### src/inc/ifec_cfg.svh
`ifndef IFEC_CFG_SVH
`define IFEC_CFG_SVH

// register offsets
`define IFEC_OFF_EDGE  8'h00
`define IFEC_OFF_CTRL0 8'h01
`define IFEC_OFF_CTRL1 8'h02
`define IFEC_OFF_CTRL2 8'h03
`define IFEC_OFF_MF0   8'h04
`define IFEC_OFF_MF1   8'h05

// edge select field positions (lsb of each field)
`define IFEC_EDGE0_LSB 0
`define IFEC_EDGE1_LSB 2

// primary control 0 bits
`define IFEC_C0_GIE    0
`define IFEC_C0_EXT0E  1
`define IFEC_C0_MULTI0_IRQ_ENABLE   2
`define IFEC_C0_MULTI1_IRQ_ENABLE   3
`define IFEC_C0_EXT0F  4
`define IFEC_C0_MULTI0_IRQ_FLAG   5
`define IFEC_C0_MULTI1_IRQ_FLAG   6

// primary control 1 bits
`define IFEC_C1_ADE    0
`define IFEC_C1_DEE    1
`define IFEC_C1_TIMEBASE0_IRQ_ENABLE   2
`define IFEC_C1_TIMEBASE1_IRQ_ENABLE   3
`define IFEC_C1_ADF    4
`define IFEC_C1_DEF    5
`define IFEC_C1_TIMEBASE0_IRQ_FLAG   6
`define IFEC_C1_TIMEBASE1_IRQ_FLAG   7

// primary control 2 bits
`define IFEC_C2_EXT1E  0
`define IFEC_C2_EXT1F  4

// multi-function register bits
`define IFEC_MF_PE     0
`define IFEC_MF_AE     1
`define IFEC_MF_PF     4
`define IFEC_MF_AF     5

// reset values
`define IFEC_RST_EDGE  4'h0
`define IFEC_RST_SRC   8'h00
`define IFEC_RST_SUB   4'h0
`define IFEC_RST_GIE   1'b0

`endif

### src/inc/ifec_pkg.sv
package ifec_pkg;

    // active edge encoding of a pin field, 00..11 in order
    typedef enum logic [1:0] {
        EDGE_OFF,
        EDGE_RISE,
        EDGE_FALL,
        EDGE_BOTH
    } ifec_edge_e;

    // vector sources, listed from highest to lowest priority
    typedef enum logic [2:0] {
        VEC_EXT0,
        VEC_EXT1,
        VEC_MULTI0,
        VEC_MULTI1,
        VEC_CONV,
        VEC_EEPROM,
        VEC_TB0,
        VEC_TB1
    } ifec_vec_e;

    // register data
    typedef logic [7:0] ifec_byte_t;

endpackage

### src/verilog/ifec_edge_det.sv
`include "ifec_cfg.svh"

// one external pin: synchroniser, edge detect, one-cycle event
module ifec_edge_det (
    input  wire logic              clk_sys,
    input  wire logic              reset,
    input  wire logic              pin,
    input  wire ifec_pkg::ifec_edge_e sel,
    output logic                   evt_q
);
    import ifec_pkg::*;

    logic sync1_q;   // first stage, read only by sync2_q
    logic sync2_q;   // settled pin level
    logic prev_q;    // level one cycle earlier
    wire  rise;      // low to high seen
    wire  fall;      // high to low seen
    wire  hit;       // edge matches selection

    assign rise = sync2_q & ~prev_q;
    assign fall = ~sync2_q & prev_q;
    // decode of the two-bit field [RL1]
    assign hit  = ((sel == EDGE_RISE) & rise) |
                  ((sel == EDGE_FALL) & fall) |
                  ((sel == EDGE_BOTH) & (rise | fall));

    // chain runs through reset, so a pin idling high gives no false edge
    always_ff @(posedge clk_sys) begin
        sync1_q <= pin;      // two flops before any edge logic [RL17]
        sync2_q <= sync1_q;
        prev_q  <= sync2_q;
        if (reset) begin
            evt_q <= 1'b0;   // no event while held in reset
        end else begin
            evt_q <= hit;    // one pulse per qualifying edge [RL7]
        end
    end
endmodule

### src/verilog/ifec_top.sv
// Contract
// (RL1) edge field: off, rise, fall, both
// (RL2) unimplemented register bits read zero
// (RL3) own enable and flag per source
// (RL4) primary registers hold main enables, flags
// (RL5) multi-function registers hold timer compare bits
// (RL6) edge select register configures pin edges
// (RL7) selected pin edge raises external request
// (RL8) timers, time bases, eeprom, converter raise requests
// (RL9) flag means pending; enable gates source
// (RL10) accepted interrupt suspends main program
// (RL11) second pin only in larger variant
// (RL12) flag sets always; vector needs both enables
// (RL13) service clears global enable, flags still set
// (RL14) no acknowledge while return stack full
// (RL15) any set flag wakes device
// (RL16) fixed priority, ext0 first, tb1 last
// (RL17) pins synchronised before edge detection
//
// Added by the designer: the plain strobed port and the placing of the registers.
`include "ifec_cfg.svh"

module ifec_top #(
    parameter int EXT_PINS = 2   // 2 = larger variant, 1 = smaller
) (
    input  wire logic              clk_sys,
    input  wire logic              reset,
    // register port
    input  wire logic [7:0]        addr,
    input  wire ifec_pkg::ifec_byte_t wr_data,
    input  wire logic              wr_en,
    input  wire logic              rd_en,
    output ifec_pkg::ifec_byte_t   rd_data_q,
    // external interrupt pins
    input  wire logic [1:0]        ext_irq_pin,
    // internal event pulses
    input  wire logic              std_timer_cmpp_evt,
    input  wire logic              std_timer_cmpa_evt,
    input  wire logic              period_timer_cmpp_evt,
    input  wire logic              period_timer_cmpa_evt,
    input  wire logic              conv_done_evt,
    input  wire logic              eeprom_evt,
    input  wire logic              timebase0_evt,
    input  wire logic              timebase1_evt,
    // cpu core side
    input  wire logic              stack_full,
    input  wire logic              irq_ack,
    input  wire logic              reti_evt,
    output logic                   irq_req_q,
    output ifec_pkg::ifec_vec_e    irq_vec_q,
    output logic                   wake_q
);
    import ifec_pkg::*;

    // second pin exists only in the larger variant [RL11]
    localparam bit HAS_EXT1 = (EXT_PINS > 1);

    // state
    logic [3:0]  edge_sel_q;   // both pin fields [RL6]
    logic [3:0]  edge_sel_d;
    logic        gie_q;        // global enable, no flag [RL3]
    logic        gie_d;
    logic [7:0]  src_en_q;     // per vector enable [RL3]
    logic [7:0]  src_en_d;
    logic [7:0]  src_flag_q;   // per vector flag [RL3]
    logic [7:0]  src_flag_d;
    logic [3:0]  sub_en_q;     // std p, std a, per p, per a [RL5]
    logic [3:0]  sub_en_d;
    logic [3:0]  sub_flag_q;   // same order
    logic [3:0]  sub_flag_d;
    ifec_vec_e   vec_d;        // winner of priority search
    logic        req_d;        // next request level
    ifec_byte_t  rd_data_d;    // next read data

    // address decode
    wire wr_edge = wr_en && (addr == `IFEC_OFF_EDGE);
    wire wr_c0   = wr_en && (addr == `IFEC_OFF_CTRL0);
    wire wr_c1   = wr_en && (addr == `IFEC_OFF_CTRL1);
    // register absent in the smaller variant [RL11]
    wire wr_c2   = wr_en && (addr == `IFEC_OFF_CTRL2) && HAS_EXT1;
    wire wr_mf0  = wr_en && (addr == `IFEC_OFF_MF0);
    wire wr_mf1  = wr_en && (addr == `IFEC_OFF_MF1);

    // pin edge events
    wire [1:0] pin_evt;        // one pulse per detected edge

    genvar gi;
    generate
        for (gi = 0; gi < 2; gi++) begin : g_pin
            if (gi < EXT_PINS) begin : g_on
                // synchroniser and edge detector per pin [RL17]
                ifec_edge_det u_edge (
                    .clk_sys (clk_sys),
                    .reset   (reset),
                    .pin     (ext_irq_pin[gi]),
                    .sel     (ifec_edge_e'(edge_sel_q[2*gi +: 2])),
                    .evt_q   (pin_evt[gi])
                );
            end else begin : g_off
                // no pin in this variant
                assign pin_evt[gi] = 1'b0;
            end
        end
    endgenerate

    // source events
    // sub flags latch regardless of their enables [RL12]
    wire [3:0] sub_evt = {period_timer_cmpa_evt, period_timer_cmpp_evt,
                          std_timer_cmpa_evt, std_timer_cmpp_evt};

    // multi-function request only from enabled sub sources [RL9]
    wire mf0_evt = |(sub_evt[1:0] & sub_en_q[1:0]);
    wire mf1_evt = |(sub_evt[3:2] & sub_en_q[3:2]);

    // timer, time base, eeprom, converter requests [RL8]
    wire [7:0] src_evt = {timebase1_evt, timebase0_evt, eeprom_evt,
                          conv_done_evt, mf1_evt, mf0_evt,
                          pin_evt[1], pin_evt[0]};

    // software write images
    // which src bits a write touches, indexed by vector
    wire [7:0] src_we = {{4{wr_c1}}, wr_c0, wr_c0, wr_c2, wr_c0};

    // enable values from the write data [RL4]
    wire [7:0] src_en_wd = {wr_data[`IFEC_C1_TIMEBASE1_IRQ_ENABLE],
                            wr_data[`IFEC_C1_TIMEBASE0_IRQ_ENABLE],
                            wr_data[`IFEC_C1_DEE],
                            wr_data[`IFEC_C1_ADE],
                            wr_data[`IFEC_C0_MULTI1_IRQ_ENABLE],
                            wr_data[`IFEC_C0_MULTI0_IRQ_ENABLE],
                            wr_data[`IFEC_C2_EXT1E],
                            wr_data[`IFEC_C0_EXT0E]};

    // flag values from the write data [RL4]
    wire [7:0] src_fl_wd = {wr_data[`IFEC_C1_TIMEBASE1_IRQ_FLAG],
                            wr_data[`IFEC_C1_TIMEBASE0_IRQ_FLAG],
                            wr_data[`IFEC_C1_DEF],
                            wr_data[`IFEC_C1_ADF],
                            wr_data[`IFEC_C0_MULTI1_IRQ_FLAG],
                            wr_data[`IFEC_C0_MULTI0_IRQ_FLAG],
                            wr_data[`IFEC_C2_EXT1F],
                            wr_data[`IFEC_C0_EXT0F]};

    // multi-function sub bits touched by a write [RL5]
    wire [3:0] sub_we = {wr_mf1, wr_mf1, wr_mf0, wr_mf0};
    wire [3:0] sub_en_wd = {2{wr_data[`IFEC_MF_AE], wr_data[`IFEC_MF_PE]}};
    wire [3:0] sub_fl_wd = {2{wr_data[`IFEC_MF_AF], wr_data[`IFEC_MF_PF]}};

    // enabled and pending sources [RL12]
    wire [7:0] pending = src_flag_q & src_en_q;

    // next state
    always_comb begin
        // edge fields, pin 1 field held zero when absent [RL11]
        edge_sel_d = edge_sel_q;
        if (wr_edge) begin
            edge_sel_d[`IFEC_EDGE0_LSB +: 2] = wr_data[`IFEC_EDGE0_LSB +: 2];
            if (HAS_EXT1) begin
                edge_sel_d[`IFEC_EDGE1_LSB +: 2] = wr_data[`IFEC_EDGE1_LSB +: 2];
            end
        end

        // global enable: write, return sets, service clears
        gie_d = gie_q;
        if (wr_c0) begin
            gie_d = wr_data[`IFEC_C0_GIE];
        end
        if (reti_evt) begin
            gie_d = 1'b1;
        end
        if (irq_ack && irq_req_q) begin
            gie_d = 1'b0;  // blocks nesting on service [RL13]
        end

        // vector enables and flags
        for (int i = 0; i < 8; i++) begin
            src_en_d[i]   = src_we[i] ? src_en_wd[i] : src_en_q[i];
            src_flag_d[i] = src_we[i] ? src_fl_wd[i] : src_flag_q[i];
            // serviced vector drops its flag
            if (irq_ack && irq_req_q && (irq_vec_q == ifec_vec_e'(i))) begin
                src_flag_d[i] = 1'b0;
            end
            // new event wins over any clear, enable ignored [RL12]
            src_flag_d[i] = src_flag_d[i] | src_evt[i];  // [RL13]
        end

        // multi-function sub enables and flags
        for (int j = 0; j < 4; j++) begin
            sub_en_d[j]   = sub_we[j] ? sub_en_wd[j] : sub_en_q[j];
            sub_flag_d[j] = sub_we[j] ? sub_fl_wd[j] : sub_flag_q[j];
            // set wins over software clear [RL12]
            sub_flag_d[j] = sub_flag_d[j] | sub_evt[j];
        end

        // fixed priority, lowest index first [RL16]
        vec_d = VEC_TB1;
        for (int k = 7; k >= 0; k--) begin
            if (pending[k]) begin
                vec_d = ifec_vec_e'(k);
            end
        end

        // request needs source, global enable and stack room
        req_d = gie_q && (|pending) && !stack_full  // [RL12] [RL14]
                && !(irq_ack && irq_req_q);
    end

    // read image
    // unimplemented bits tie to zero [RL2]
    wire [7:0] img_edge = {4'h0, edge_sel_q};
    wire [7:0] img_c0   = {1'b0,
                           src_flag_q[VEC_MULTI1],
                           src_flag_q[VEC_MULTI0],
                           src_flag_q[VEC_EXT0],
                           src_en_q[VEC_MULTI1],
                           src_en_q[VEC_MULTI0],
                           src_en_q[VEC_EXT0],
                           gie_q};
    wire [7:0] img_c1   = {src_flag_q[VEC_TB1],
                           src_flag_q[VEC_TB0],
                           src_flag_q[VEC_EEPROM],
                           src_flag_q[VEC_CONV],
                           src_en_q[VEC_TB1],
                           src_en_q[VEC_TB0],
                           src_en_q[VEC_EEPROM],
                           src_en_q[VEC_CONV]};
    // second pin register reads zero when absent [RL11]
    wire [7:0] img_c2   = HAS_EXT1 ? {3'h0, src_flag_q[VEC_EXT1], 3'h0,
                                      src_en_q[VEC_EXT1]} : 8'h00;
    wire [7:0] img_mf0  = {2'h0, sub_flag_q[1], sub_flag_q[0],
                           2'h0, sub_en_q[1], sub_en_q[0]};
    wire [7:0] img_mf1  = {2'h0, sub_flag_q[3], sub_flag_q[2],
                           2'h0, sub_en_q[3], sub_en_q[2]};

    // read select, unmapped reads zero
    wire [7:0] rd_sel =
        (addr == `IFEC_OFF_EDGE)  ? img_edge :
        (addr == `IFEC_OFF_CTRL0) ? img_c0   :
        (addr == `IFEC_OFF_CTRL1) ? img_c1   :
        (addr == `IFEC_OFF_CTRL2) ? img_c2   :
        (addr == `IFEC_OFF_MF0)   ? img_mf0  :
        (addr == `IFEC_OFF_MF1)   ? img_mf1  : 8'h00;  // [RL2]

    // data only in the cycle after the strobe
    assign rd_data_d = rd_en ? rd_sel : 8'h00;

    // registers
    // configuration and enable bits
    always_ff @(posedge clk_sys) begin
        if (reset) begin
            edge_sel_q <= `IFEC_RST_EDGE;
            gie_q      <= `IFEC_RST_GIE;
            src_en_q   <= `IFEC_RST_SRC;
            sub_en_q   <= `IFEC_RST_SUB;
        end else begin
            edge_sel_q <= edge_sel_d;
            gie_q      <= gie_d;
            src_en_q   <= src_en_d;
            sub_en_q   <= sub_en_d;
        end
    end

    // request flags
    always_ff @(posedge clk_sys) begin
        if (reset) begin
            src_flag_q <= `IFEC_RST_SRC;
            sub_flag_q <= `IFEC_RST_SUB;
        end else begin
            src_flag_q <= src_flag_d;  // [RL9]
            sub_flag_q <= sub_flag_d;
        end
    end

    // outputs toward the core
    always_ff @(posedge clk_sys) begin
        if (reset) begin
            irq_req_q <= 1'b0;
            irq_vec_q <= VEC_EXT0;
            wake_q    <= 1'b0;
            rd_data_q <= 8'h00;
        end else begin
            irq_req_q <= req_d;      // core suspends on this [RL10]
            irq_vec_q <= vec_d;      // [RL16]
            wake_q    <= (|src_flag_q) | (|sub_flag_q);  // [RL15]
            rd_data_q <= rd_data_d;
        end
    end
endmodule
### config.mk
export PLATFORM = sky130hd
export DESIGN_NAME = ifec_top
export DESIGN_NICKNAME = d
export VERILOG_FILES = /design/src/inc/ifec_pkg.sv /design/src/verilog/ifec_edge_det.sv /design/src/verilog/ifec_top.sv
export VERILOG_INCLUDE_DIRS = /design/src /design/src/inc
export SDC_FILE = /design/constraint.sdc
export NUM_CORES = 1
export LEC_CHECK = 0
export BUFFER_PORTS_ARGS = -buffer_cell sky130_fd_sc_hd__buf_2
export CORE_UTILIZATION = 58
export DETAILED_ROUTE_END_ITERATION = 8
export GPL_TIMING_DRIVEN = 0
export PLACE_DENSITY = 0.84
export SYNTH_ARGS = -nofsm -noshare
export SYNTH_HDL_FRONTEND = slang
export SYNTH_SLANG_ARGS = --single-unit
### constraint.sdc
create_clock -name clk_sys -period 4.8 [get_ports clk_sys]
set_input_delay 0.72 -clock clk_sys [delete_from_list [all_inputs] [get_ports clk_sys]]
set_output_delay 0.72 -clock clk_sys [all_outputs]
set_load 0.03 [all_outputs]
* Word-level counts from Yosys, hierarchy flattened
Index checks and enable logic that the tools add are counted.
** Cells by class
- Equality and inequality tests :: 18
- Muxes and demuxes :: 34
- Bitwise gates (word level) :: 37
- Reduce and logical (&&, ||, !) cells :: 35
** Operators by type and width (number)
- $mux 1 :: 24
- $or 1x1->1 :: 19
- $logic_and 1x1->1 :: 18
- $mux 6 :: 3
- $eq 8x2->1 const B :: 2
- $eq 8x3->1 const B :: 2
- $reduce_or 8->1 :: 2
- $eq 3x3->1 const B :: 4
- $and 1x1->1 :: 10
- $reduce_or 2->1 :: 5
- $and 8x8->8 :: 1
- $eq 2x2->1 const B :: 4
- $eq 8x1->1 const B :: 1
- $logic_not 8->1 :: 1
- $mux 8 :: 1
- $reduce_or 4->1 :: 2
- $mux 7 :: 1
- $eq 3x2->1 const B :: 2
- $mux 3 :: 2
- $reduce_or 3->1 :: 2
- $not 1->1 :: 5
- $reduce_or 5->1 :: 1
- $and 2x2->2 :: 2
- $eq 2x1->1 const B :: 2
- 6 further kinds :: 8
** Storage, ports and cells
- Bits in registers :: 50
- Output and inout port bits :: 13
- Logic and storage cells :: 149

* Logic depth before layout (Yosys ltp)
- Depth after elaboration :: 7
- Gate-level depth with buffers :: 6
- Mapped depth without buffers :: 5

* Cells and area by module
From an unflattened synthesis, not the netlist that was laid out.
** Second synthesis, totals
- Cells, all modules :: 253
- Area total of the unflattened synthesis :: 2283.4 µm²
** Modules (own cells, without submodules)
- ifec_top :: instances 1, cells an instance 227, area an instance 1998.2 µm², sequential area each 840.8 µm²
- ifec_edge_det :: instances 2, cells an instance 13, area an instance 142.6 µm², sequential area each 80.1 µm²

* Worst setup path after synthesis
Ideal clock, no wire load.
- Kind :: input port to flip-flop
- From :: input port addr[7]
- To :: register src_flag_q[2]
- Arrival time :: 2.240 ns
- Required time :: 4.732 ns
- Slack :: 2.493 ns
- Cell stages on the path :: 5
- Buffers on the path :: 1
- Cells stage by stage :: or4_4 -> or4_1 -> buf_6 -> mux2_4 -> o21ai_2
** On the way
- Longest elaborated chain between the ends :: 5
** RTL lines
- start, declared :: RTL line ifec_top.sv:29 : input wire logic [7:0] addr,
- $eq 8x1->1 (no source line)
- $logic_and 1x1->1 :: RTL line ifec_top.sv:77 : wire wr_c0 = wr_en && (addr == `IFEC_OFF_CTRL0);
- $mux 1 :: RTL line ifec_top.sv:178 : src_flag_d[i] = src_we[i] ? src_fl_wd[i] : src_flag_q[i];
- $mux 1 :: RTL line ifec_top.sv:180 : if (irq_ack && irq_req_q && (irq_vec_q == ifec_vec_e'(i))) begin
- $or 1x1->1 :: RTL line ifec_top.sv:184 : src_flag_d[i] = src_flag_d[i] | src_evt[i];
- end signal, assigned :: RTL line ifec_top.sv:266 : src_flag_q <= `IFEC_RST_SRC;
- end signal, assigned :: RTL line ifec_top.sv:269 : src_flag_q <= src_flag_d;
- end, declared :: RTL line ifec_top.sv:65 : logic [7:0] src_flag_q;
No other way between the ends.
A chain may end at the register's enable or synchronous reset.

* Final worst setup path
- From :: input port addr[7]
- To :: register src_flag_q[1]
** On the way
- Longest elaborated chain between the ends :: 5
** RTL lines
- $eq 8x2->1 (no source line)
- $logic_and 1x1->1 :: RTL line ifec_top.sv:80 : wire wr_c2 = wr_en && (addr == `IFEC_OFF_CTRL2) && HAS_EXT1;
- $mux 1 :: RTL line ifec_top.sv:178
- $mux 1 :: RTL line ifec_top.sv:180
- $or 1x1->1 :: RTL line ifec_top.sv:184
No other way between the ends.

==> reports/metrics.yaml <==
outcome:
  status: "completed"
timing:
  setup_viol: 0
  skew_ns: 0.00804
  max_freq_mhz: 422
  slew_headroom_pct: 44.4
  slew_violations: 0
  setup_tns_ns: 0
  min_period_over_period_pct: 49.3
  worst_hold_slack_ns: 0.334
  fin_crit_ns: 2.37
  rsz0062_at_grt: "no"
  hold_viol: 0
  max_slew.worst_pin.slew_ns: 0.822
hold_path:
  min_from: "g_pin[0].g_on.u_edge.sync1_q"
  min_path_type: "reg -> reg"
  hold_path_end: "g_pin[0].g_on.u_edge.sync2_q"
  hold_depth: 0
setup_path:
  reg2regPathDepth: 3
  ff2ff_setup_slack_ns: 3.55
  critPathCaptureType: "flop"
  path_max_fanout: 4
  cp-start-kind: "primary input"
  worstSetupPathType: "in -> reg"
  r2r-start: "irq_vec_q[0]"
  max_stage_delay_ns: 0.74
  cp_data_required_time_ns: 5.00
  path_cells: "buf_2 > or4_4 > nor4b_1 > a2111oi_0 > a221o_1"
  path_buf_inv: 1
  critPathSlowestCell: "nor4b_1"
  r2r_end: "src_flag_q[0]"
  cp_top_family: "simple AND/OR/NAND/NOR gates"
  crit_arrival_ns: 2.57
yosys:
  seq_area_frac_synth_pct: 43.7
  postSynthNetCount: 288
  synth.cell_area_sq_um: 2290
  ys.flop_type: "dfxtp_1"
  async_flop_share_pct: 0
  synth_area_leaders: "dfxtp_1, mux2i_1, nor2_1, a21oi_1, nand2_1"
  ys_warn_count: 0
  synth_edf_count: 0
  yosys.cell_types.count: 47
  synth_top_cell_area_share_pct: 43.7
  avgSynthCellArea_sq_um: 9.13
  yosysMostFrequentCell: "dfxtp_1"
  synth_common_cells: "dfxtp_1, nor2_1, mux2i_1"
  ys_seq_elements: 50
  synth_area_leader_cell: "dfxtp_1"
  synth_cells: 251
clock_tree:
  clockBufferDepth: 2
  post_cts_resized: 0
  clock_latency_ns: 0.31
  cts_buffers: 5
  cts_max_level: 2
  postCtsHoldBufs: 0
  cts-root-buf: "clkbuf_8"
  cts_num_sinks: 50
  post_cts_buffers: 0
  cts_tree: "built"
  clk_pin_slew_ns: 0.09
final_layout:
  final_nets: 339
  n_antenna_cell: 0
  utilization_pct: 72.1
  finish.instance_area_sq_um: 2680
  multi_input_area_sq_um: 1190
  drive_above_1_share_pct: 19.2
  nFillCells: 309
  syn2layout_area_growth_pct: 16.9
  register_area_sq_um: 1000
global_routing:
  grt_pass1_vias: 1997
  grtUsageTotal_pct: 30.0
  grt_pass1_wl_um: 9450
  grt_max_degree: 16
  gr-total-overflow: 0
  antenna_found_initial: 0
place:
  place_area_sq_um: 2570
  dp_hpwl_um: 4310
  gp_congestion: 0.884
  port_buffers: 44
pwr:
  total_power_mw: 0.798
  p_per_area_nw_per_um2: 298
  leakage_nw: 1.17
  ir_worst_vdd_mv: 0.216
die:
  die_x_um: 64.9
  core_sq_um: 3720
  start_util_pct: 61.6
  die_h_um: 64.9
  num_rows: 22
  die-area_sq_um: 4210
  io_pins: 46
route:
  routed_wl_um: 5730
  via_per_inst: 6.02
  vias: 2107
  dr.pass1.iters: 4
  avgRoutedWirePerCell_um: 16.4
  ant_nets: 0
  drc: 0
  drt_iter0_drc: 210
job:
  cap_violations: 0
## layout make-up
| class | instances | share of cell area [%] |
|---|---|---|
| Inverter | 13 | 1.82 |
| Multi-Input combinational cell | 177 | 44.5 |
| Tap cell | 48 | 2.24 |
| Timing Repair Buffer | 44 | 8.22 |
| Buffer | 11 | 1.87 |
| Sequential cell | 50 | 37.4 |
| Clock buffer | 5 | 2.57 |
| Clock inverter | 2 | 1.45 |
## per-stage QoR
step	instances	setup slack, ns
finish	350	2.43
global route	350	2.34
CTS	350	2.43
detailed placement	343	2.11
global placement	343	2.12
floorplan	251	2.49
## routing by layer
| metal | up-vias | part of all wire, % | track usage, % |
|---|---|---|---|
| met1 | 987 | 43 | 39.6 |
| met3 | 10 | 7.1 | 4.93 |
| met5 | - | 0 | 0 |
| li1 | 1025 | - | - |
| met4 | 0 | 1.8 | 12.5 |
| met2 | 85 | 48 | 48.0 |
## worst register-to-register path, stage by stage, from the launching register on
cell	delay, ns
dfxtp_1	0.33
nand3b_1	0.21
o311a_1	0.31
a221o_1	0.31
## kinds of logic (layout without fill, tap and decap cells)
| family | Yosys count | after routing | synth area share, % |
|---|---|---|---|
| flops | 50 | 50 | 43.7 |
| compound gates | 51 | 51 | 15.8 |
| fa+ha+maj | 4 | 4 | 2.18 |
| mux | 25 | 25 | 11.7 |
| simple gates | 97 | 97 | 22.3 |
| buf+inv | 24 | 75 | 4.31 |
## cell usage in the layout (no fill, tap or decap), types with 3 or more instances in the layout
cell type  synthesis  final
a211oi_1           5      5
a21oi_1           17     17
a221oi_1           3      3
a22oi_1            3      3
a31oi_1            3      3
buf_1              3      3
buf_2              1     45
clkbuf_1           6      6
clkbuf_8           0      5
dfxtp_1           50     50
ha_1               4      4
inv_1             12     12
mux2i_1           23     23
nand2_1           19     19
nand2b_1           3      3
nand3_1            9      9
nand3b_1           6      6
nand4_1            5      5
nand4b_1           3      3
nor2_1            29     29
nor2b_1            3      3
nor3_1             3      3
nor4_1             4      4
o211ai_1           3      3
o221ai_1           4      4
## worst max-delay path by stage
stage | startpoint | end | slack (ns) | cells after the start
after floorplan | addr[7] | src_flag_q[2] | 2.49 | 5
after global placement | addr[7] | src_flag_q[1] | 2.12 | 5
after detailed placement | addr[7] | src_flag_q[1] | 2.11 | 5
after CTS | addr[7] | src_flag_q[1] | 2.43 | 5
after global routing | addr[1] | src_en_q[6] | 2.34 | 6
final | addr[7] | src_flag_q[1] | 2.43 | 5
## report_power, final
part | internal [mW] | leakage (nW) | switching [mW]
clock | 0.153 | 0.0542 | 0.136
sequential | 0.426 | 0.410 | 0.0126
combinational | 0.0289 | 0.706 | 0.0415
total | 0.608 | 1.17 | 0.190
## sequential cells by signal, summed over array words and instances (netlist names), 2 cells and up
name	count
g_pin.g_on.u_edge.prev_q	2
rd_data_q	8
src_flag_q	8
irq_vec_q	3
edge_sel_q	4
g_pin.g_on.u_edge.sync2_q	2
src_en_q	8
sub_en_q	4
g_pin.g_on.u_edge.evt_q	2
g_pin.g_on.u_edge.sync1_q	2
sub_flag_q	4
Note: power is estimated with default switching activity, not from simulation.
